## src/hw/sip_pkg.sv

```systemverilog
// package: register map, field positions and reset values of the segment and input ports
`default_nettype none
package sip_pkg;
  // printed offsets are not all multiples of four, so they are indices; byte address is four times the index
  localparam logic [15:0] idx_seg_port_open_drain = 16'hf1ca;
  localparam logic [15:0] idx_input_port_data     = 16'hffa2;
  localparam logic [15:0] idx_seg_port_data       = 16'hffc8;
  localparam logic [15:0] idx_seg_port_direction  = 16'hffca;
  localparam logic [15:0] idx_reset_config_high   = 16'hf000;
  localparam logic [15:0] idx_extra_periph_ctrl   = 16'hf002;
  localparam logic [17:0] addr_seg_port_open_drain = {idx_seg_port_open_drain, 2'b00};
  localparam logic [17:0] addr_input_port_data     = {idx_input_port_data, 2'b00};
  localparam logic [17:0] addr_seg_port_data       = {idx_seg_port_data, 2'b00};
  localparam logic [17:0] addr_seg_port_direction  = {idx_seg_port_direction, 2'b00};
  localparam logic [17:0] addr_reset_config_high   = {idx_reset_config_high, 2'b00};
  localparam logic [17:0] addr_extra_periph_ctrl   = {idx_extra_periph_ctrl, 2'b00};
  localparam logic [7:0]  seg_port_reset           = 8'h00;
  localparam logic [7:0]  od_impl_mask             = 8'hc0;
  localparam int          od_lo                    = 6;
  localparam int          od_hi                    = 7;
  localparam int          can_first_en_bit         = 0;
  localparam int          can_second_en_bit        = 1;
  localparam int          line_can_second_rx       = 4;
  localparam int          line_can_first_rx        = 5;
  localparam int          line_can_first_tx        = 6;
  localparam int          line_can_second_tx       = 7;
  localparam int          strap_lo                 = 11;
  localparam int          cfg_sel_lo               = 0;
  typedef enum logic [1:0] {
    sip_sel_4_lines = 2'b00,
    sip_sel_none    = 2'b01,
    sip_sel_8_lines = 2'b10,
    sip_sel_2_lines = 2'b11
  } sip_sel_t;
endpackage
`default_nettype wire

```

## src/hw/sip_ports.sv

```systemverilog
// segment-address bidirectional port and input-only port behind an apb slave
`default_nettype none
// Function
// eight-line port, data latches in low byte, upper byte reads zero
// direction bit clear means input high impedance, set means drive
// open drain only on lines 6 and 7, not while carrying segment address
// other open drain bits unimplemented, read zero
// selection code maps none, two, four or eight segment address lines
// segment lines switch to address output automatically after reset
// selection captured from low data bus pins at reset, readable read-only
// lines not used for segment address stay general purpose
// lines 4,5 carry CAN receives, lines 6,7 CAN transmits
// sixteen input-only lines, no output latch, no direction
// writes to input-only data register are discarded
// each input-only line feeds one analog converter channel
// input lines 10 to 15 feed timer direction and count inputs
// analog taps come straight from the pins
// enabled CAN transmit replaces latch; receive taken from input latch
// data register read returns synchronised pin state for input lines
module sip_ports (
  input  wire logic        pclk,                // system clock, 100 MHz
  input  wire logic        presetn,             // async reset, active low
  input  wire logic        psel,                // apb select
  input  wire logic        penable,             // apb access phase
  input  wire logic        pwrite,              // apb direction
  input  wire logic [31:0] paddr,               // apb byte address
  input  wire logic [31:0] pwdata,              // apb write data
  output logic      [31:0] prdata,              // apb read data
  output logic             pready,              // apb ready
  output logic             pslverr,             // apb error, unmapped address
  input  wire logic [15:0] low_data_bus_pins,   // strap pins sampled after reset
  input  wire logic [7:0]  seg_pin_in,          // segment port pin levels
  output logic      [7:0]  seg_pin_out,         // segment port output values
  output logic      [7:0]  seg_pin_oe,          // segment port output enables
  input  wire logic [7:0]  segment_address,     // a16..a23 from the bus controller
  input  wire logic        can_first_transmit,  // first CAN transmit
  input  wire logic        can_second_transmit, // second CAN transmit
  output logic             can_first_receive,   // first CAN receive
  output logic             can_second_receive,  // second CAN receive
  input  wire logic [15:0] input_pin,           // input-only port pins
  output logic      [15:0] analog_channel,      // converter mux taps
  output logic             timer6_dir_input,    // timer 6 up/down
  output logic             timer5_dir_input,    // timer 5 up/down
  output logic             timer6_count_input,  // timer 6 count
  output logic             timer5_count_input,  // timer 5 count
  output logic             timer4_dir_input,    // timer 4 up/down
  output logic             timer2_dir_input     // timer 2 up/down
);

  ////////////////////////////////////////////////////////////////////////////
  // state
  logic [7:0]  seg_port_data;
  logic [7:0]  seg_port_direction;
  logic [1:0]  seg_port_open_drain;   // bits 7:6 only
  logic [1:0]  segment_line_select;
  logic        strap_done;
  logic [1:0]  can_module_enable;
  logic [7:0]  seg_in_sync;
  logic [15:0] input_sync;
  logic [15:0] input_pin_sync;
  logic [7:0]  alt_mask;
  logic [7:0]  next_out;
  logic [7:0]  next_oe;
  logic [31:0] next_rdata;
  logic        next_err;
  logic        setup;
  logic        wr_en;
  logic [17:0] addr;

  assign setup = psel & ~penable;
  assign addr  = paddr[17:0];
  assign wr_en = setup & pwrite & ~next_err;

  // true when the address hits one of our word registers
  function automatic logic mapped(input logic [17:0] a, input logic [31:0] full);
    mapped = (full[31:18] == 14'h0000) &&
             (a == sip_pkg::addr_seg_port_open_drain || a == sip_pkg::addr_input_port_data ||
              a == sip_pkg::addr_seg_port_data || a == sip_pkg::addr_seg_port_direction ||
              a == sip_pkg::addr_reset_config_high || a == sip_pkg::addr_extra_periph_ctrl);
  endfunction

  ////////////////////////////////////////////////////////////////////////////
  // pin synchronisers; the analog taps bypass them
  sip_sync #(.width(8)) u_seg_sync (
    .pclk    (pclk),
    .presetn (presetn),
    .d       (seg_pin_in),
    .q       (seg_in_sync)
  );

  sip_sync #(.width(16)) u_in_sync (
    .pclk    (pclk),
    .presetn (presetn),
    .d       (input_pin),
    .q       (input_sync)
  );

  sip_sync #(.width(16)) u_strap_sync (
    .pclk    (pclk),
    .presetn (presetn),
    .d       (low_data_bus_pins),
    .q       (input_pin_sync)
  );

  sip_seg_decode u_dec (
    .sel  (segment_line_select),
    .mask (alt_mask)
  );

  ////////////////////////////////////////////////////////////////////////////
  // strap capture: async reset may only load a constant, so the code is
  // taken once, by the clock, after the strap levels have passed the synchroniser
  logic [1:0] strap_wait;
  always_ff @(posedge pclk or negedge presetn) begin
    if (!presetn) begin
      strap_wait          <= 2'h0;
      strap_done          <= 1'b0;
      segment_line_select <= sip_pkg::sip_sel_none;
    end else if (!strap_done) begin
      strap_wait <= strap_wait + 2'h1;
      if (strap_wait == 2'h2) begin
        segment_line_select <= input_pin_sync[sip_pkg::strap_lo +: 2];
        strap_done          <= 1'b1;
      end
    end
  end

  ////////////////////////////////////////////////////////////////////////////
  // software registers, written in the setup cycle (zero wait states)
  always_ff @(posedge pclk or negedge presetn) begin
    if (!presetn) begin
      seg_port_data       <= sip_pkg::seg_port_reset;
      seg_port_direction  <= sip_pkg::seg_port_reset;
      seg_port_open_drain <= 2'h0;
      can_module_enable   <= 2'h0;
    end else if (wr_en) begin
      case (addr)
        sip_pkg::addr_seg_port_data:       seg_port_data      <= pwdata[7:0];
        sip_pkg::addr_seg_port_direction:  seg_port_direction <= pwdata[7:0];
        sip_pkg::addr_seg_port_open_drain: seg_port_open_drain <= pwdata[sip_pkg::od_hi:sip_pkg::od_lo];
        sip_pkg::addr_extra_periph_ctrl:   can_module_enable  <= pwdata[1:0];
        default:                           ;  // input port data write is discarded
      endcase
    end
  end

  ////////////////////////////////////////////////////////////////////////////
  // read mux and error decode
  always_comb begin
    next_err   = ~mapped(addr, paddr);
    next_rdata = 32'h0000_0000;
    case (addr)
      sip_pkg::addr_seg_port_data: begin
        // input lines read the pin, output lines read the latch
        next_rdata[7:0] = (seg_in_sync & ~seg_port_direction) | (seg_port_data & seg_port_direction);
      end
      sip_pkg::addr_seg_port_direction:  next_rdata[7:0] = seg_port_direction;
      sip_pkg::addr_seg_port_open_drain: next_rdata[sip_pkg::od_hi:sip_pkg::od_lo] = seg_port_open_drain;
      sip_pkg::addr_input_port_data:     next_rdata[15:0] = input_sync;
      sip_pkg::addr_reset_config_high:   next_rdata[sip_pkg::cfg_sel_lo +: 2] = segment_line_select;
      sip_pkg::addr_extra_periph_ctrl:   next_rdata[1:0] = can_module_enable;
      default:                           next_rdata = 32'h0000_0000;
    endcase
  end

  // zero wait states: answer registered in the setup cycle, given with pready in the first access cycle
  always_ff @(posedge pclk or negedge presetn) begin
    if (!presetn) begin
      prdata  <= 32'h0000_0000;
      pready  <= 1'b0;
      pslverr <= 1'b0;
    end else begin
      pready  <= setup;
      pslverr <= setup & next_err;
      prdata  <= (setup & ~pwrite & ~next_err) ? next_rdata : 32'h0000_0000;
    end
  end

  ////////////////////////////////////////////////////////////////////////////
  // pin drive, one per line
  genvar g;
  generate
    for (g = 0; g < 8; g = g + 1) begin : g_line
      logic tx_en;
      logic tx_val;
      logic od;
      if (g == sip_pkg::line_can_first_tx) begin : g_tx1
        assign tx_en  = can_module_enable[sip_pkg::can_first_en_bit];
        assign tx_val = can_first_transmit;
      end else if (g == sip_pkg::line_can_second_tx) begin : g_tx2
        assign tx_en  = can_module_enable[sip_pkg::can_second_en_bit];
        assign tx_val = can_second_transmit;
      end else begin : g_notx
        assign tx_en  = 1'b0;
        assign tx_val = 1'b0;
      end
      if (g >= sip_pkg::od_lo) begin : g_od
        assign od = seg_port_open_drain[g - sip_pkg::od_lo];
      end else begin : g_pp
        assign od = 1'b0;
      end
      always_comb begin
        if (strap_done && alt_mask[g]) begin
          next_out[g] = segment_address[g];
          next_oe[g]  = 1'b1;                 // segment lines ignore open drain
        end else begin

          next_out[g] = tx_en ? tx_val : seg_port_data[g];
          // open drain lets go of the line for a one so the bus pull-up can win
          next_oe[g]  = seg_port_direction[g] & ~(od & next_out[g]);
        end
      end
    end
  endgenerate

  always_ff @(posedge pclk or negedge presetn) begin
    if (!presetn) begin
      seg_pin_out <= 8'h00;
      seg_pin_oe  <= 8'h00;
    end else begin
      seg_pin_out <= next_out;
      seg_pin_oe  <= next_oe;
    end
  end

  ////////////////////////////////////////////////////////////////////////////
  // alternate inputs; CAN receive is gated off while the line is an address line
  always_ff @(posedge pclk or negedge presetn) begin
    if (!presetn) begin
      can_first_receive  <= 1'b1;
      can_second_receive <= 1'b1;
      timer6_dir_input   <= 1'b0;
      timer5_dir_input   <= 1'b0;
      timer6_count_input <= 1'b0;
      timer5_count_input <= 1'b0;
      timer4_dir_input   <= 1'b0;
      timer2_dir_input   <= 1'b0;
      analog_channel     <= 16'h0000;
    end else begin
      can_first_receive  <= alt_mask[sip_pkg::line_can_first_rx] | seg_in_sync[sip_pkg::line_can_first_rx];
      can_second_receive <= alt_mask[sip_pkg::line_can_second_rx] | seg_in_sync[sip_pkg::line_can_second_rx];
      timer6_dir_input   <= input_sync[10];
      timer5_dir_input   <= input_sync[11];
      timer6_count_input <= input_sync[12];
      timer5_count_input <= input_sync[13];
      timer4_dir_input   <= input_sync[14];
      timer2_dir_input   <= input_sync[15];
      // digital stand-in for the analog tap: raw pin, one register, no synchroniser
      analog_channel     <= input_pin;
    end
  end

endmodule
`default_nettype wire

```

## src/hw/sip_sync.sv

```systemverilog
// two flip-flop synchroniser for a vector of pin levels
`default_nettype none
module sip_sync #(
  parameter int width = 8
) (
  input  wire logic             pclk,    // system clock
  input  wire logic             presetn, // async reset, active low
  input  wire logic [width-1:0] d,       // asynchronous levels
  output logic      [width-1:0] q        // synchronised levels
);
  logic [width-1:0] meta;
  // meta feeds only q, nothing else looks at it
  always_ff @(posedge pclk or negedge presetn) begin
    if (!presetn) begin
      meta <= '0;
      q    <= '0;
    end else begin
      meta <= d;
      q    <= meta;
    end
  end
endmodule
`default_nettype wire

```

## src/hw/sip_seg_decode.sv

```systemverilog
// decode of the segment line selection code into a per-line alternate enable mask
`default_nettype none
module sip_seg_decode (
  input  wire logic [1:0] sel,  // captured selection code
  output logic      [7:0] mask  // lines carrying segment address
);
  always_comb begin
    case (sel)
      sip_pkg::sip_sel_none:    mask = 8'h00;
      sip_pkg::sip_sel_2_lines: mask = 8'h03;
      sip_pkg::sip_sel_4_lines: mask = 8'h0f;
      sip_pkg::sip_sel_8_lines: mask = 8'hff;
      default:                  mask = 8'h00;
    endcase
  end
endmodule
`default_nettype wire

```

## config.mk

```make
export PLATFORM = sky130hd
export DESIGN_NAME = sip_ports
export DESIGN_NICKNAME = d
export VERILOG_FILES = /design/src/hw/sip_pkg.sv /design/src/hw/sip_ports.sv /design/src/hw/sip_sync.sv /design/src/hw/sip_seg_decode.sv
export SDC_FILE = /design/constraint.sdc
export NUM_CORES = 1
export LEC_CHECK = 0
export BUFFER_PORTS_ARGS = -buffer_cell sky130_fd_sc_hd__buf_4
export CAP_MARGIN = 20
export CORE_ASPECT_RATIO = 0.5
export CORE_MARGIN = 3
export CORE_UTILIZATION = 46
export DETAILED_ROUTE_END_ITERATION = 7
export PLACE_DENSITY_LB_ADDON = 0.1
export SETUP_SLACK_MARGIN = 0.4
export SLEW_MARGIN = 20
export SYNTH_ARGS = -nofsm -noshare
export SYNTH_HDL_FRONTEND = slang
export SYNTH_SLANG_ARGS = --single-unit
```

## constraint.sdc

```tcl
create_clock -name pclk -period 1.85 [get_ports pclk]
set_clock_uncertainty 0.1 [all_clocks]
set_input_delay 0.0925 -clock pclk [delete_from_list [all_inputs] [get_ports pclk]]
set_output_delay 0.0925 -clock pclk [all_outputs]
set_load 0.03 [all_outputs]
```

**Yosys cells after proc, flatten, opt, wreduce, memory -nomap -nowiden**

Cells that the tools add are included.

- $add $sub $neg: 1
- $mul: 0
- Divide/modulo/power cells: 0
- Order comparisons: 0
- Equality and inequality tests: 10
- Shifts and indexed selects: 0
- Mux-type cells: 26
- Bitwise operators: 22
- Reductions and logical operators: 21

Operator list:

| kind | count |
|---|---|
| $eq A18 B18 Y1 const B | 6 |
| $pmux W8 S4 | 1 |
| $mux W1 | 20 |
| $and A8 B8 Y8 | 2 |
| $mux W16 | 1 |
| $logic_not A14 Y1 | 1 |
| $pmux W4 S3 | 1 |
| $and A1 B1 Y1 | 10 |
| $pmux W2 S5 | 1 |
| $reduce_and A2 Y1 | 5 |
| $logic_and A1 B1 Y1 | 9 |
| $mux W8 | 1 |
| $not A8 Y8 | 1 |
| $or A8 B8 Y8 | 1 |
| $pmux W2 S4 | 1 |
| $eq A2 B2 Y1 const B | 3 |
| $not A1 Y1 | 6 |
| $logic_or A1 B1 Y1 | 5 |
| $add A2 B1 Y2 const B | 1 |
| $eq A2 B1 Y1 const B | 1 |
| $logic_not A2 Y1 | 1 |
| $or A1 B1 Y1 | 2 |

- Bits in registers: 141
- Bits in latches: 0
- Memory bits (writable): 0
- Bits in read-only memories: 0
- Input bits: 119
- Output and inout port bits: 74
- Logic and storage cells: 106
- Memories: 0

**Logic depth before layout (Yosys ltp)**

Gate-level depths: netlist (run 1).

- Depth after elaboration: 9
- Depth in mapped cells: 6
- Depth with buffers taken out: 5

**Cells and area by module**

A second synthesis (run 1) with hierarchy kept.

- Cells, all modules: 351
- Area total of the unflattened synthesis: 5450.2 µm²

By module, submodules not included:

| module | times used | cells each | area an instance (µm²) |
|---|---|---|---|
| sip_ports | 1 | 263 | 3394.5 |
| sip_sync (u_in_sync ...) | 2 | 32 | 800.8 |
| sip_sync (u_seg_sync) | 1 | 16 | 400.4 |
| sip_seg_decode | 1 | 8 | 53.8 |

**Worst setup path before layout (run 1)**

Ideal clock, no wire load.

- Path type: input port to flip-flop
- Start point: input port paddr[26]
- End point: register can_module_enable[0]
- Data arrival time: 1.450 ns
- Required time: 1.625 ns
- Slack: 0.176 ns
- Cell stages on the path: 5
- Path buffers: 0
- Cell sequence: nor4_1 and4_1 and3_1 nor3b_1 mux2_2

- Cells in the longest elaborated chain, start to end: 4

RTL lines:

| item | line | text |
|---|---|---|
| start: declaration | sip_ports.sv:26 | `input wire logic [31:0] paddr,` |
| $logic_not A14 Y1 | sip_ports.sv:76 | `mapped = (full[31:18] == 14'h0000) &&` |
| $logic_and A1 B1 Y1 | sip_ports.sv:76 |  |
| $and A1 B1 Y1 | sip_ports.sv:72 | `assign wr_en = setup & pwrite & ~next_err;` |
| $reduce_and A2 Y1 (no line) | -- |  |
| end signal: assignment | sip_ports.sv:141 | `sip_pkg::addr_extra_periph_ctrl: can_module_enable <= pwdata[1:0];` |
| end: declaration | sip_ports.sv:57 | `logic [1:0] can_module_enable;` |

No other way between the ends.
A chain may end at the register's enable or synchronous reset.

**Worst setup path after layout (run 1)**

- Start point: register segment_line_select[0]
- End point: register seg_pin_out[7]

- Cells in the longest elaborated chain, start to end: 4

RTL lines:

| item | line | text |
|---|---|---|
| start: declaration | sip_ports.sv:55 | `logic [1:0] segment_line_select;` |
| start signal: assignment | sip_ports.sv:118 | `segment_line_select <= sip_pkg::sip_sel_none;` |
| start signal: assignment | sip_ports.sv:122 | `segment_line_select <= input_pin_sync[sip_pkg::strap_lo +: 2];` |
| $eq A2 B2 Y1, or another cell as far along | sip_seg_decode.sv:8 | `case (sel)` |
| $pmux W8 S4 * | sip_seg_decode.sv:8 |  |
| $logic_and A1 B1 Y1 * | sip_ports.sv:203 | `if (strap_done && alt_mask[g]) begin` |
| $mux W1 * | sip_ports.sv:203 |  |
| named net next_out[7] | sip_ports.sv:62 | `logic [7:0] next_out;` |
| end signal: assignment | sip_ports.sv:221 | `seg_pin_out <= next_out;` |
| end: declaration | sip_ports.sv:33 | `output logic [7:0] seg_pin_out,` |

The timed path passes the listed nets; every way through them passes the cells marked *.

==> Flow_metrics.wiki, run 1 <==
{| class="wikitable"
! Metric !! Value
|-
| Highest net fanout along the worst path || 8
|-
| Most common library cell in the layout ignoring fill and taps || buf_4
|-
| Count of vias placed by the detailed router || 3169
|-
| Max_cap viols || 0
|-
| Final count of negative-setup-slack endpoints || 0
|-
| Final Hold Violating Endpoints || 0
|-
| Proportion of synthesized chip area in sequential cells || 69.9%
|-
| Total placed cells including tap cells || about 570
|-
| Switching power share of the total || 23.6%
|-
| Outcome || completed
|-
| Worst path setup slack after routing || 0.356 ns
|-
| HPWL after DPL || between 7000 and 8000 um
|-
| Depth of the CTS H-tree || 4
|-
| Nets || between 600 and 700
|-
| Delay of the slowest cell on the worst path || 0.53 ns
|-
| Minimum clock period after layout || 1.49 ns
|-
| Post-synthesis sequential element count || approximately 120
|-
| Final core occ || about 76%
|-
| Detailed-route wire length || 11000 um
|-
| Antenna violations before repair || 0
|-
| Commonest non-fill, non-tap cells in the layout || buf_4 (155), dfrtp_1 (115), dlygate4sd3_1 (45)
|-
| Prevailing post-synth register cell || dfrtp_1
|-
| Fraction of registers with async set/reset || 100%
|-
| Die width || 142 um
|-
| Sw power || 1.55 mW
|-
| Part of the power in the clock network || 49.2%
|-
| TritonCTS clock tree || done
|-
| Routed WL per cell || 17.0 um
|-
| Die footprint || 10500 um^2
|-
| Total power density per cell area || 971 nW/um^2
|-
| Number of buffers added by the clock tree synthesis step || 17
|-
| Tightest Pin Transition || 0.504 ns
|-
| Static Leakage || between 3 and 4 nW
|-
| Violation count after the first detailed-routing iteration || 119
|-
| RSZ-0062 raised after global routing || true
|-
| Total Power || 6.54 mW
|-
| Count of flip-flops with a built-in enable after synthesis || 0
|-
| Pin count of the biggest net entering global routing || 53
|-
| Startpoint-to-endpoint class of the critical path || reg2reg
|-
| Required time of the critical path || 2.04 ns
|-
| Effective utilization at floorplan || 48.1%
|-
| Master cell of the clock root buffer || clkbuf_16
|-
| Clock network latency to the later pin of the worst-skew pair || 0.40 ns
|-
| Cell count after synthesis || 298
|-
| Layout cell share with drive strength beyond 1 || between 40% and 50%
|-
| Power Internal || 5.00 mW
|-
| Yosys warns || 0
|-
| Number of global-route vias before repair || 3289
|-
| Post-synthesis instance area || about 4300 um^2
|-
| Logic pwr share || about 9.0%
|-
| Total Routing Usage GR || 21.2%
|-
| Count of port buffers added during placement || 138
|-
| Remaining antenna violation count after routing || 0
|-
| Yosys top cell area share || 68.1%
|-
| Kind of end point of the critical path || flop
|-
| First-pass iteration count of the detailed router || 7
|-
| Detailed-route DRC error count || 0
|-
| Total overflow reported by the global router || 0
|-
| Area of the placeable core || 8860 um^2
|-
| RD Place Congestion || 0.910
|-
| Post-route fraction of the period consumed by the critical path || 80.8%
|-
| Clock sinks || 119
|-
| Post-synthesis average cell area || 14.3 um^2
|-
| Critical Path AT || 1.68 ns
|-
| Y dimension of the die || 74.1 um
|-
| Library cell with the largest summed area after synthesis || dfrtp_1
|-
| Placement-stage worst setup slack || 0.00629 ns
|-
| Peak supply drop || 0.000652 V
|-
| Slew margin rel. || 66.3%
|-
| DR vias/cell || 4.88
|-
| Max Buffers Root-to-Sink || 2
|-
| Setup Total Neg Slack || 0 ns
|-
| Final count of pins violating max slew || 0
|-
| CTS clk-pin slew, worst paths || 0.06 ns
|-
| Synth top area cells || dfrtp_1 (68%), mux2_2 (8.7%), buf_4 (2.8%)
|-
| Type of element launching the critical path || flop
|-
| Max Fclk || 669 MHz
|-
| Non-filler cells in the finished layout || 649
|-
| Layout overhead on the synthesized area || 58.1%
|-
| Yosys cell types || 41
|-
| Library cell contributing the largest single delay on the critical path || dfstp_2
|-
| I/O pin count || 193
|-
| ANT cells || 0
|-
| Global-route wire length before repair || around 17000 um
|-
| Placement row count || 24
|-
| Class of the tightest hold or removal check || in2async
|-
| Cell-by-cell listing of the critical path || inv_1, nand3_2, mux2_2
|-
| Portion of total power attributed to sequential cells || 41.8%
|}
worst max-delay path, delay by kind of cell (launching register included):
| family | cells | cell delay, ns |
|---|---|---|
| mux | 1 | 0.37 |
| flops | 1 | 0.53 |
| simple gates | 1 | 0.25 |
| buf+inv | 1 | 0.13 |
area by class of cell:
class	count	area (um^2)
flip-flops and latches	119	2980
repair buffers	205	1680
inverters	7	26.3
well taps	117	146
clock buffers	18	439
fillers	552	2120
multi-input cells	169	1320
clock inverters	14	151
logic make-up after synthesis:
| kind of cell | Yosys count | synth area share [%] |
|---|---|---|
| xor gates and xnor gates | 1 | 0.205 |
| adders and majority gates | 1 | 0.293 |
| buffers and inverters | 25 | 3.61 |
| and+or+nand+nor | 95 | 13.2 |
| other | 1 | 0.0879 |
| AOI/OAI and AO/OA | 22 | 3.73 |
| DFF | 119 | 69.9 |
| muxes | 34 | 8.95 |
per-stage QoR:
| stage | instance area [um^2] | hold slack [ns] |
|---|---|---|
| global placement | 5560 | -0.117 |
| detailed placement | 5560 | -0.103 |
| floorplan | 4380 | -0.303 |
| finish | 6740 | 0.0575 |
| global route | 6740 | 0.0667 |
| CTS | 6630 | 0.0358 |
registers in the layout (all words and copies together), names as in the netlist, 2 cells and up:
register / flops
u_seg_sync.q: 8
u_seg_sync.meta: 8
u_in_sync.q: 16
u_strap_sync.q: 2
seg_pin_oe: 8
seg_pin_out: 8
segment_line_select: 2
seg_port_direction: 8
strap_wait: 2
u_in_sync.meta: 16
seg_port_data: 8
seg_port_open_drain: 2
prdata: 16
u_strap_sync.meta: 2
can_module_enable: 2
synthesized netlist by cell type (4+ instances only):
master	n
dfrtp_1	116
mux2_2	33
nand2_1	27
buf_4	16
nor3_1	10
and2_1	9
nor2_1	9
o21ai_0	9
inv_1	7
nand2b_1	7
a222oi_1	4
a22oi_1	4
nor4_1	4
power by group through the flow:
stage               sequential (mW)  clock, mW  combinational (mW)
detailed placement             2.78          0               0.498
global placement               2.77          0               0.488
floorplan                      2.86          0               0.123
global route                   2.74       3.41               0.631
CTS                            2.74       3.28               0.582
finish                         2.73       3.22               0.587
repair_timing:
action                     4_1_cts  5_1_grt
hold buffers                    46        0
setup endpoints to repair        7       42
setup buffers                    1        5
hold endpoints to repair       173        0
gates resized for setup          2       17
pin swaps                        1        7
routing by layer:
layer  GRT usage, %  vias up  share of wire [%]
met5              0        -                  0
met2           36.6      120                 53
li1               -     1451                  -
met3           7.06       14                6.6
met1           26.0     1584                 40
met4           6.28        0                1.0
path summary, 6_finish.rpt:
path,from,end,slack (ns),depth (start not counted)
setup / recovery,segment_line_select[0],seg_pin_out[7],0.36,3
hold / removal,presetn,u_in_sync.q[1],0.06,2
setup reg to reg,segment_line_select[0],seg_pin_out[7],0.36,3
hold reg to reg,u_strap_sync.meta[11],u_strap_sync.q[11],0.25,0
max in group asynchronous,presetn,timer5_dir_input,0.95,3
min in group pclk,penable,pready,0.12,4
Note: power is estimated with default switching activity, not from simulation.
==> run 2: changes to the inputs <==
--- a/config.mk
+++ b/config.mk
@@ -9,7 +9,7 @@
 export CAP_MARGIN = 20
 export CORE_ASPECT_RATIO = 0.5
 export CORE_MARGIN = 3
-export CORE_UTILIZATION = 46
+export CORE_UTILIZATION = 42
 export DETAILED_ROUTE_END_ITERATION = 7
 export PLACE_DENSITY_LB_ADDON = 0.1
 export SETUP_SLACK_MARGIN = 0.4
==> constraint.sdc (replaced) <==
create_clock -name pclk -period 1.3 [get_ports pclk]
set_clock_uncertainty 0.1 [all_clocks]
set_input_delay 0.065 -clock pclk [delete_from_list [all_inputs] [get_ports pclk]]
set_output_delay 0.065 -clock pclk [all_outputs]
set_load 0.03 [all_outputs]
==> run 2 against run 1 <==
Effect of this change: the run now ends with negative hold slack, negative setup slack left; clock power grew 42%; sequential cell count unchanged; first-iteration DRC count rose by 8.4%; critical endpoint is now seg_pin_out[1].
==> Flow_metrics.wiki, run 2 (synthesis results as in run 1) <==
{| class="wikitable"
! Metric !! Value
|-
| Outcome || finished, violations left
|-
| Failing checks || negative hold slack, negative setup slack
|-
| Remaining antenna violation count after routing || 0 (unchanged)
|-
| Total area of multi-input combinational cells || 1630 um^2 (+24%)
|-
| Pin count of the biggest net entering global routing || 31 (-42%)
|-
| Cell-by-cell listing of the critical path || inv_4, o21ai_4, mux2_4
|-
| First-pass iteration count of the detailed router || 4 (-3)
|-
| TritonCTS clock tree || done
|-
| Required time of the critical path || 1.48 ns (-0.56 ns)
|-
| Max Fclk || 724 MHz (+8.2%)
|-
| Part of the power in the clock network || 48.0% (-1.2 points)
|-
| Max_cap viols || 0 (unchanged)
|-
| Highest net fanout along the worst path || 4 (-4)
|-
| Post-route fraction of the period consumed by the critical path || 106% (+25 points)
|-
| CTS clk-pin slew, worst paths || 0.05 ns (about the same)
|-
| Layout overhead on the synthesized area || 83.1%
|-
| Power Internal || 7.41 mW (+48%)
|-
| Count of port buffers added during placement || 138 (unchanged)
|-
| Y dimension of the die || 77.3 um (+4.3%)
|-
| Most common library cell in the layout ignoring fill and taps || buf_4
|-
| Hold slack final || -0.0370 ns (-0.0945 ns)
|-
| Critical Path AT || 1.56 ns (-0.12 ns)
|-
| Number of hold buffers added after cts || 44 (-4.3%)
|-
| Depth of the CTS H-tree || 4 (unchanged)
|-
| Logic pwr share || 10.9% (+1.9 points)
|-
| Routed WL per cell || 17.1 um (+0.55%)
|-
| Slack of the worst reg-to-reg path || -0.08 ns (-0.44 ns)
|-
| Global-route wire length before repair || 18800 um (+13%)
|-
| Layout cell share with drive strength beyond 1 || 57.6% (+9.6 points)
|-
| Crit. path cell count || 3 (unchanged)
|-
| Number of global-route vias before repair || 3671 (+12%)
|-
| Kind of end point of the critical path || flop
|-
| Clock sinks || 119 (unchanged)
|-
| End point of the critical path || seg_pin_out[1]
|-
| Sw power || 2.11 mW (+36%)
|-
| Violation count after the first detailed-routing iteration || 129 (+8.4%)
|-
| Detailed-route wire length || 12300 um (+11%)
|-
| R2R Path Start || segment_line_select[0]
|-
| Master cell of the clock root buffer || clkbuf_16
|-
| Commonest non-fill, non-tap cells in the layout || buf_4 (120), dfrtp_1 (116), buf_6 (86)
|-
| Sum of met3 wire segment lengths after detailed routing || 788 um (+8.2%)
|-
| Total Power || 9.52 mW (+45%)
|-
| Antenna violations before repair || 0 (unchanged)
|-
| Class of the tightest hold or removal check || in2reg
|-
| Nets || 691 (+8.1%)
|-
| Type of element launching the critical path || flop
|-
| Effective utilization at floorplan || 44.1% (-4.0 points)
|-
| Total overflow reported by the global router || 0 (unchanged)
|-
| Area of all sequential standard cells || 2980 um^2 (about the same)
|-
| Top layer reached by signal wires || met4
|-
| Detailed-route DRC error count || 0 (unchanged)
|-
| Max Buffers Root-to-Sink || 2 (unchanged)
|-
| Library cell contributing the largest single delay on the critical path || dfstp_2
|-
| Minimum clock period after layout || 1.38 ns (-0.114 ns)
|-
| Clock network latency to the later pin of the worst-skew pair || 0.40 ns (about the same)
|-
| DR vias/cell || 4.77 (-2.3%)
|-
| Delay of the slowest cell on the worst path || 0.56 ns (+0.03 ns)
|-
| Startpoint-to-endpoint class of the critical path || reg2reg
|-
| Total of fill cells in the finished design || 500 (-9.4%)
|-
| Die width || 148 um (+4.5%)
|-
| ANT cells || 0 (unchanged)
|-
| Worst path setup slack after routing || -0.0805 ns (-0.436 ns)
|-
| Placed Area || 5900 um^2 (+6.0%)
|-
| Launch point of the worst path || segment_line_select[0]
|-
| RD Place Congestion || 0.783 (-14%)
|-
| HPWL after DPL || 7600 um (+1.9%)
|-
| Placement row count || 25 (+4.2%)
|-
| Endpoint of the worst register-to-register path || seg_pin_out[1]
|-
| Total power density per cell area || 1220 nW/um^2 (+26%)
|-
| Sum of met2 wire segment lengths after detailed routing || 6300 um (+8.4%)
|-
| Die footprint || 11500 um^2 (+8.9%)
|-
| I/O pin count || 193 (unchanged)
|-
| Final count of pins violating max slew || 0 (unchanged)
|-
| Wire length on met1 || 5100 um (+16%)
|-
| Count of vias placed by the detailed router || 3419 (+7.9%)
|-
| Final Hold Violating Endpoints || 4 (+4)
|-
| Biggest regs || prdata (16), u_in_sync.meta (16), u_in_sync.q (16)
|-
| Peak supply drop || 0.00108 V (+65%)
|-
| Static Leakage || 3.84 nW (+14%)
|-
| Area of the placeable core || 9670 um^2 (+9.1%)
|-
| Worst reg-to-reg path cell count || 3 (unchanged)
|-
| Kind of cell with the highest combined delay on the critical path || flip-flops
|-
| Portion of total power attributed to sequential cells || 41.0% (-0.8 points)
|-
| Number of buffers added by the clock tree synthesis step || 17 (unchanged)
|-
| Switching power share of the total || 22.1% (-1.5 points)
|-
| Total Routing Usage GR || 21.3% (+0.11 points)
|-
| RSZ-0062 raised after global routing || true
|-
| Buffers plus inverters on the worst setup path || 1 (unchanged)
|-
| Final Instance Area || 7810 um^2 (+16%)
|-
| Final count of negative-setup-slack endpoints || 29 (+29)
|}
## run 2: cell types whose count changed in the layout (fill, tap and decap cells not counted), moves of 6 or more
cell / delta
nand2_2: +7
and2_4: +6
buf_6: +83
mux2_4: +20
nand2_1: -8
buf_4: -35
and2_1: -6
mux2_2: -20
## run 2: stage by stage
stage               utilization, %  worst slack (ns)  hold WS (ns)  instances  setup TNS, ns
detailed placement            61.0            -0.482       -0.0493        608         -16.13
CTS                           77.8           -0.0500       -0.0556        706         -0.456
finish                        80.8           -0.0805       -0.0370        717          -1.01
global placement              61.0            -0.433       -0.0687        608         -14.49
global route                  80.8            -0.137       -0.0508        717          -2.23
floorplan                        -            -0.316        -0.331        313          -7.11
## run 2: how the worst min path moves through the flow
stage,depth (start not counted),startpoint,end,slack (ns)
6_report,3,can_first_transmit,seg_pin_out[6],-0.04
5_1_grt,3,can_first_transmit,seg_pin_out[6],-0.05
4_1_cts,3,can_second_transmit,seg_pin_out[7],-0.06
3_5_place_dp,1,presetn,seg_port_direction[0],-0.05
3_3_place_gp,1,presetn,seg_port_direction[0],-0.07
2_1_floorplan,0,presetn,can_module_enable[0],-0.33
## run 2: metal layers
| metal | vias up | track usage, % |
|---|---|---|
| li1 | 1555 | - |
| met1 | 1725 | 27.5 |
| met2 | 130 | 35.8 |
| met3 | 9 | 5.31 |
| met4 | 0 | 6.27 |
| met5 | - | 0 |
## run 2: repair_timing
| item | in CTS | in global routing |
|---|---|---|
| endpoints found under the setup margin | 118 | 131 |
| endpoints found under the hold margin | 177 | 4 |
| pin swaps | 36 | 19 |
| resized for setup | 106 | 47 |
| buffers inserted | 23 | 11 |
| gates cloned | 1 | 0 |
## run 2: area by class of cell
| class | count | share of cell area (%) |
|---|---|---|
| Sequential cell | 119 | 38.2 |
| Timing Repair Buffer | 256 | 31.0 |
| Multi-Input combinational cell | 170 | 20.9 |
| Clock buffer | 21 | 5.77 |
| Tap cell | 135 | 2.16 |
| Clock inverter | 9 | 1.63 |
| Inverter | 7 | 0.369 |
## run 2: power groups by stage
| stage | registers (mW) | clock network, mW | logic (mW) |
|---|---|---|---|
| final | 3.91 | 4.57 | 1.04 |
| after global routing | 3.91 | 4.85 | 1.11 |
| after detailed placement | 3.95 | 0 | 0.771 |
| after floorplan | 4.08 | 0 | 0.191 |
| after CTS | 3.90 | 4.63 | 0.989 |
| after global placement | 3.95 | 0 | 0.758 |
## run 2: worst reg2reg max path: stages, from the launching register on
cell     delay [ns]
dfstp_2        0.56
inv_4          0.06
o21ai_4        0.22
mux2_4         0.32
==> run 3: changes to the inputs <==
--- a/config.mk
+++ b/config.mk
@@ -11,7 +11,7 @@
 export CORE_MARGIN = 3
 export CORE_UTILIZATION = 42
 export DETAILED_ROUTE_END_ITERATION = 7
-export PLACE_DENSITY_LB_ADDON = 0.1
+export PLACE_DENSITY_LB_ADDON = 0.2
 export SETUP_SLACK_MARGIN = 0.4
 export SLEW_MARGIN = 20
 export SYNTH_ARGS = -nofsm -noshare
==> run 3 against run 2 <==
Effect of this change: the flow still finishes with violations (negative hold slack, negative setup slack); sequential share of layout area increased by 0.16 points; sequential cell count unchanged; count of clock-buffer cells in the layout decreased by 4; sequential power about the same; cell count increased by 0.14%; first-iteration DRC count increased by 1.6%; critical path type is now in2reg.
==> Flow_metrics.wiki, run 3 (synthesis results as in run 1) <==
{| class="wikitable"
! Metric !! Value
|-
| Master cell of the clock root buffer || clkbuf_16
|-
| Violation count after the first detailed-routing iteration || 131 (+1.6%)
|-
| Required time of the critical path || 1.48 ns (about the same)
|-
| Routed WL per cell || 17.6 um (+2.7%)
|-
| Antenna violations before repair || 0 (unchanged)
|-
| Max_cap viols || 0 (unchanged)
|-
| Detailed-route DRC error count || 0 (unchanged)
|-
| Effective utilization at floorplan || 44.1% (unchanged)
|-
| Total Routing Usage GR || 22.6% (+1.4 points)
|-
| RSZ-0062 raised after global routing || true
|-
| Met2 Usage GRT || 38.8% (+3.0 points)
|-
| Total of fill cells in the finished design || 493 (-1.4%)
|-
| Total area of multi-input combinational cells || 1600 um^2 (-1.5%)
|-
| Type of element launching the critical path || input port
|-
| Global-route wire length before repair || 19600 um (+4.3%)
|-
| Final count of negative-setup-slack endpoints || 22 (-24%)
|-
| Worst path setup slack after routing || -0.0813 ns (-0.000735 ns)
|-
| Placement-stage worst setup slack || -0.532 ns (-0.0499 ns)
|-
| Highest net fanout along the worst path || 8 (+4)
|-
| Final count of pins violating max slew || 0 (unchanged)
|-
| Minimum clock period after layout || 1.38 ns (+0.000735 ns)
|-
| Number of buffers added by the clock tree synthesis step || 17 (unchanged)
|-
| Met1 usage in global routing || 27.1% (-0.47 points)
|-
| ANT cells || 0 (unchanged)
|-
| Layout overhead on the synthesized area || 82.5%
|-
| Failing checks || negative hold slack, negative setup slack
|-
| Die footprint || 11500 um^2 (unchanged)
|-
| Final core occ || 80.5% (-0.27 points)
|-
| Nets || 690 (-0.14%)
|-
| Pin count of the biggest net entering global routing || 36 (+16%)
|-
| Depth of the CTS H-tree || 4 (unchanged)
|-
| Remaining antenna violation count after routing || 0 (unchanged)
|-
| Startpoint-to-endpoint class of the critical path || in2reg
|-
| Placed Area || 5910 um^2 (+0.21%)
|-
| Kind of end point of the critical path || flop
|-
| Total overflow reported by the global router || 0 (unchanged)
|-
| Hold slack final || -0.0489 ns (-0.0120 ns)
|-
| Critical Path AT || 1.57 ns (about the same)
|-
| Grt peak-use layer || met2
|-
| TritonCTS clock tree || done
|-
| Final Hold Violating Endpoints || 3 (-1)
|-
| Count of port buffers added during placement || 138 (unchanged)
|-
| Y dimension of the die || 77.3 um (unchanged)
|-
| Post-route fraction of the period consumed by the critical path || 106% (about the same)
|-
| HPWL after DPL || 7400 um (-2.6%)
|-
| Die width || 148 um (unchanged)
|-
| Number of hold buffers added after cts || 44 (unchanged)
|-
| Number of global-route vias before repair || 3765 (+2.6%)
|-
| Clock network latency to the later pin of the worst-skew pair || 0.41 ns (about the same)
|-
| Detailed-route wire length || 12600 um (+2.9%)
|-
| Area of the placeable core || 9670 um^2 (unchanged)
|-
| Static Leakage || 3.86 nW (+0.72%)
|-
| Outcome || finished, violations left
|-
| Most common library cell in the layout ignoring fill and taps || buf_4
|-
| Final Instance Area || 7780 um^2 (-0.34%)
|-
| Peak supply drop || 0.000764 V (-29%)
|-
| Met3 usage || 6.91% (+1.6 points)
|-
| Area of all sequential standard cells || 2980 um^2 (about the same)
|-
| Delay of the slowest cell on the worst path || 0.56 ns (about the same)
|-
| Library cell contributing the largest single delay on the critical path || or4_4
|-
| Max Buffers Root-to-Sink || 2 (unchanged)
|-
| Commonest non-fill, non-tap cells in the layout || buf_4 (121), dfrtp_1 (114), buf_6 (86)
|-
| RD Place Congestion || 0.793 (+1.3%)
|-
| Total Power || 9.60 mW (+0.87%)
|-
| CTS clk-pin slew, worst paths || 0.06 ns (about the same)
|-
| I/O pin count || 193 (unchanged)
|-
| First-pass iteration count of the detailed router || 7 (+3)
|-
| Count of vias placed by the detailed router || 3424 (+0.15%)
|-
| Total power density per cell area || 1230 nW/um^2 (+1.2%)
|-
| Biggest regs || prdata (16), u_in_sync.meta (16), u_in_sync.q (16)
|-
| Class of the tightest hold or removal check || in2reg
|-
| Max Fclk || 724 MHz (about the same)
|-
| Layout cell share with drive strength beyond 1 || 58.5% (+0.93 points)
|-
| Clock sinks || 119 (unchanged)
|-
| Placement row count || 25 (unchanged)
|-
| Cell-by-cell listing of the critical path || buf_8, or4_4, nor4_4, nand2_4, mux2_2
|-
| DR vias/cell || 4.77 (about the same)
|}
[run 3: cell count changes in the layout (fill, tap and decap cells not counted), moves of 3 or more]
cell,delta
nand2_2,-3
clkbuf_1,-3
nor3_2,-3
inv_6,+6
[run 3: worst max-delay path: cells and delay by family]
kind | cells | cell delay [ns]
muxes | 1 | 0.32
and+or+nand+nor | 3 | 1.07
buffers and inverters | 1 | 0.10
[run 3: timing repair]
action / CTS / global route
buffers inserted: 21 / 8
gates resized for setup: 129 / 27
pin swaps: 33 / 36
hold endpoints to repair: 177 / 3
endpoints found under the setup margin: 118 / 124
[run 3: path summary, 6_finish.rpt]
check / from / endpoint / slack (ns) / cells past startpoint
max: paddr[2] / seg_port_data[3] / -0.08 / 5
min: can_first_transmit / seg_pin_out[6] / -0.05 / 3
max reg2reg: seg_port_direction[1] / prdata[1] / -0.08 / 3
min reg2reg: u_seg_sync.meta[7] / u_seg_sync.q[7] / 0.25 / 0
max in group asynchronous: presetn / u_in_sync.meta[2] / 0.58 / 3
min in group asynchronous: presetn / strap_wait[1] / 0.01 / 2
[run 3: final cells by class]
type | instances | area share [%]
inverters | 7 | 0.370
flip-flops and latches | 119 | 38.4
well taps | 135 | 2.17
clock buffers | 17 | 5.47
clock inverters | 15 | 2.14
repair buffers | 256 | 30.9
multi-input cells | 169 | 20.6
[run 3: layer usage]
metal | vias to the layer above | routed length (um)
met4 | 0 | 185
met1 | 1716 | 5150
met3 | 19 | 752
met5 | - | 0
met2 | 132 | 6530
li1 | 1557 | -
[run 3: stage by stage]
| stage | instances | TNS (ns) |
|---|---|---|
| after CTS | 710 | -0.381 |
| after detailed placement | 613 | -16.45 |
| final | 718 | -0.875 |
| after global routing | 718 | -2.00 |
| after global placement | 613 | -15.62 |
| after floorplan | 313 | -7.11 |
[run 3: power by group]
group | switching [mW] | internal (mW) | leakage, nW | total [mW]
Combinational | 0.499 | 0.540 | 2.10 | 1.04
Clock | 1.79 | 2.87 | 0.287 | 4.66
Sequential | 0.0657 | 3.84 | 1.47 | 3.90
Total | 2.36 | 7.24 | 3.86 | 9.60
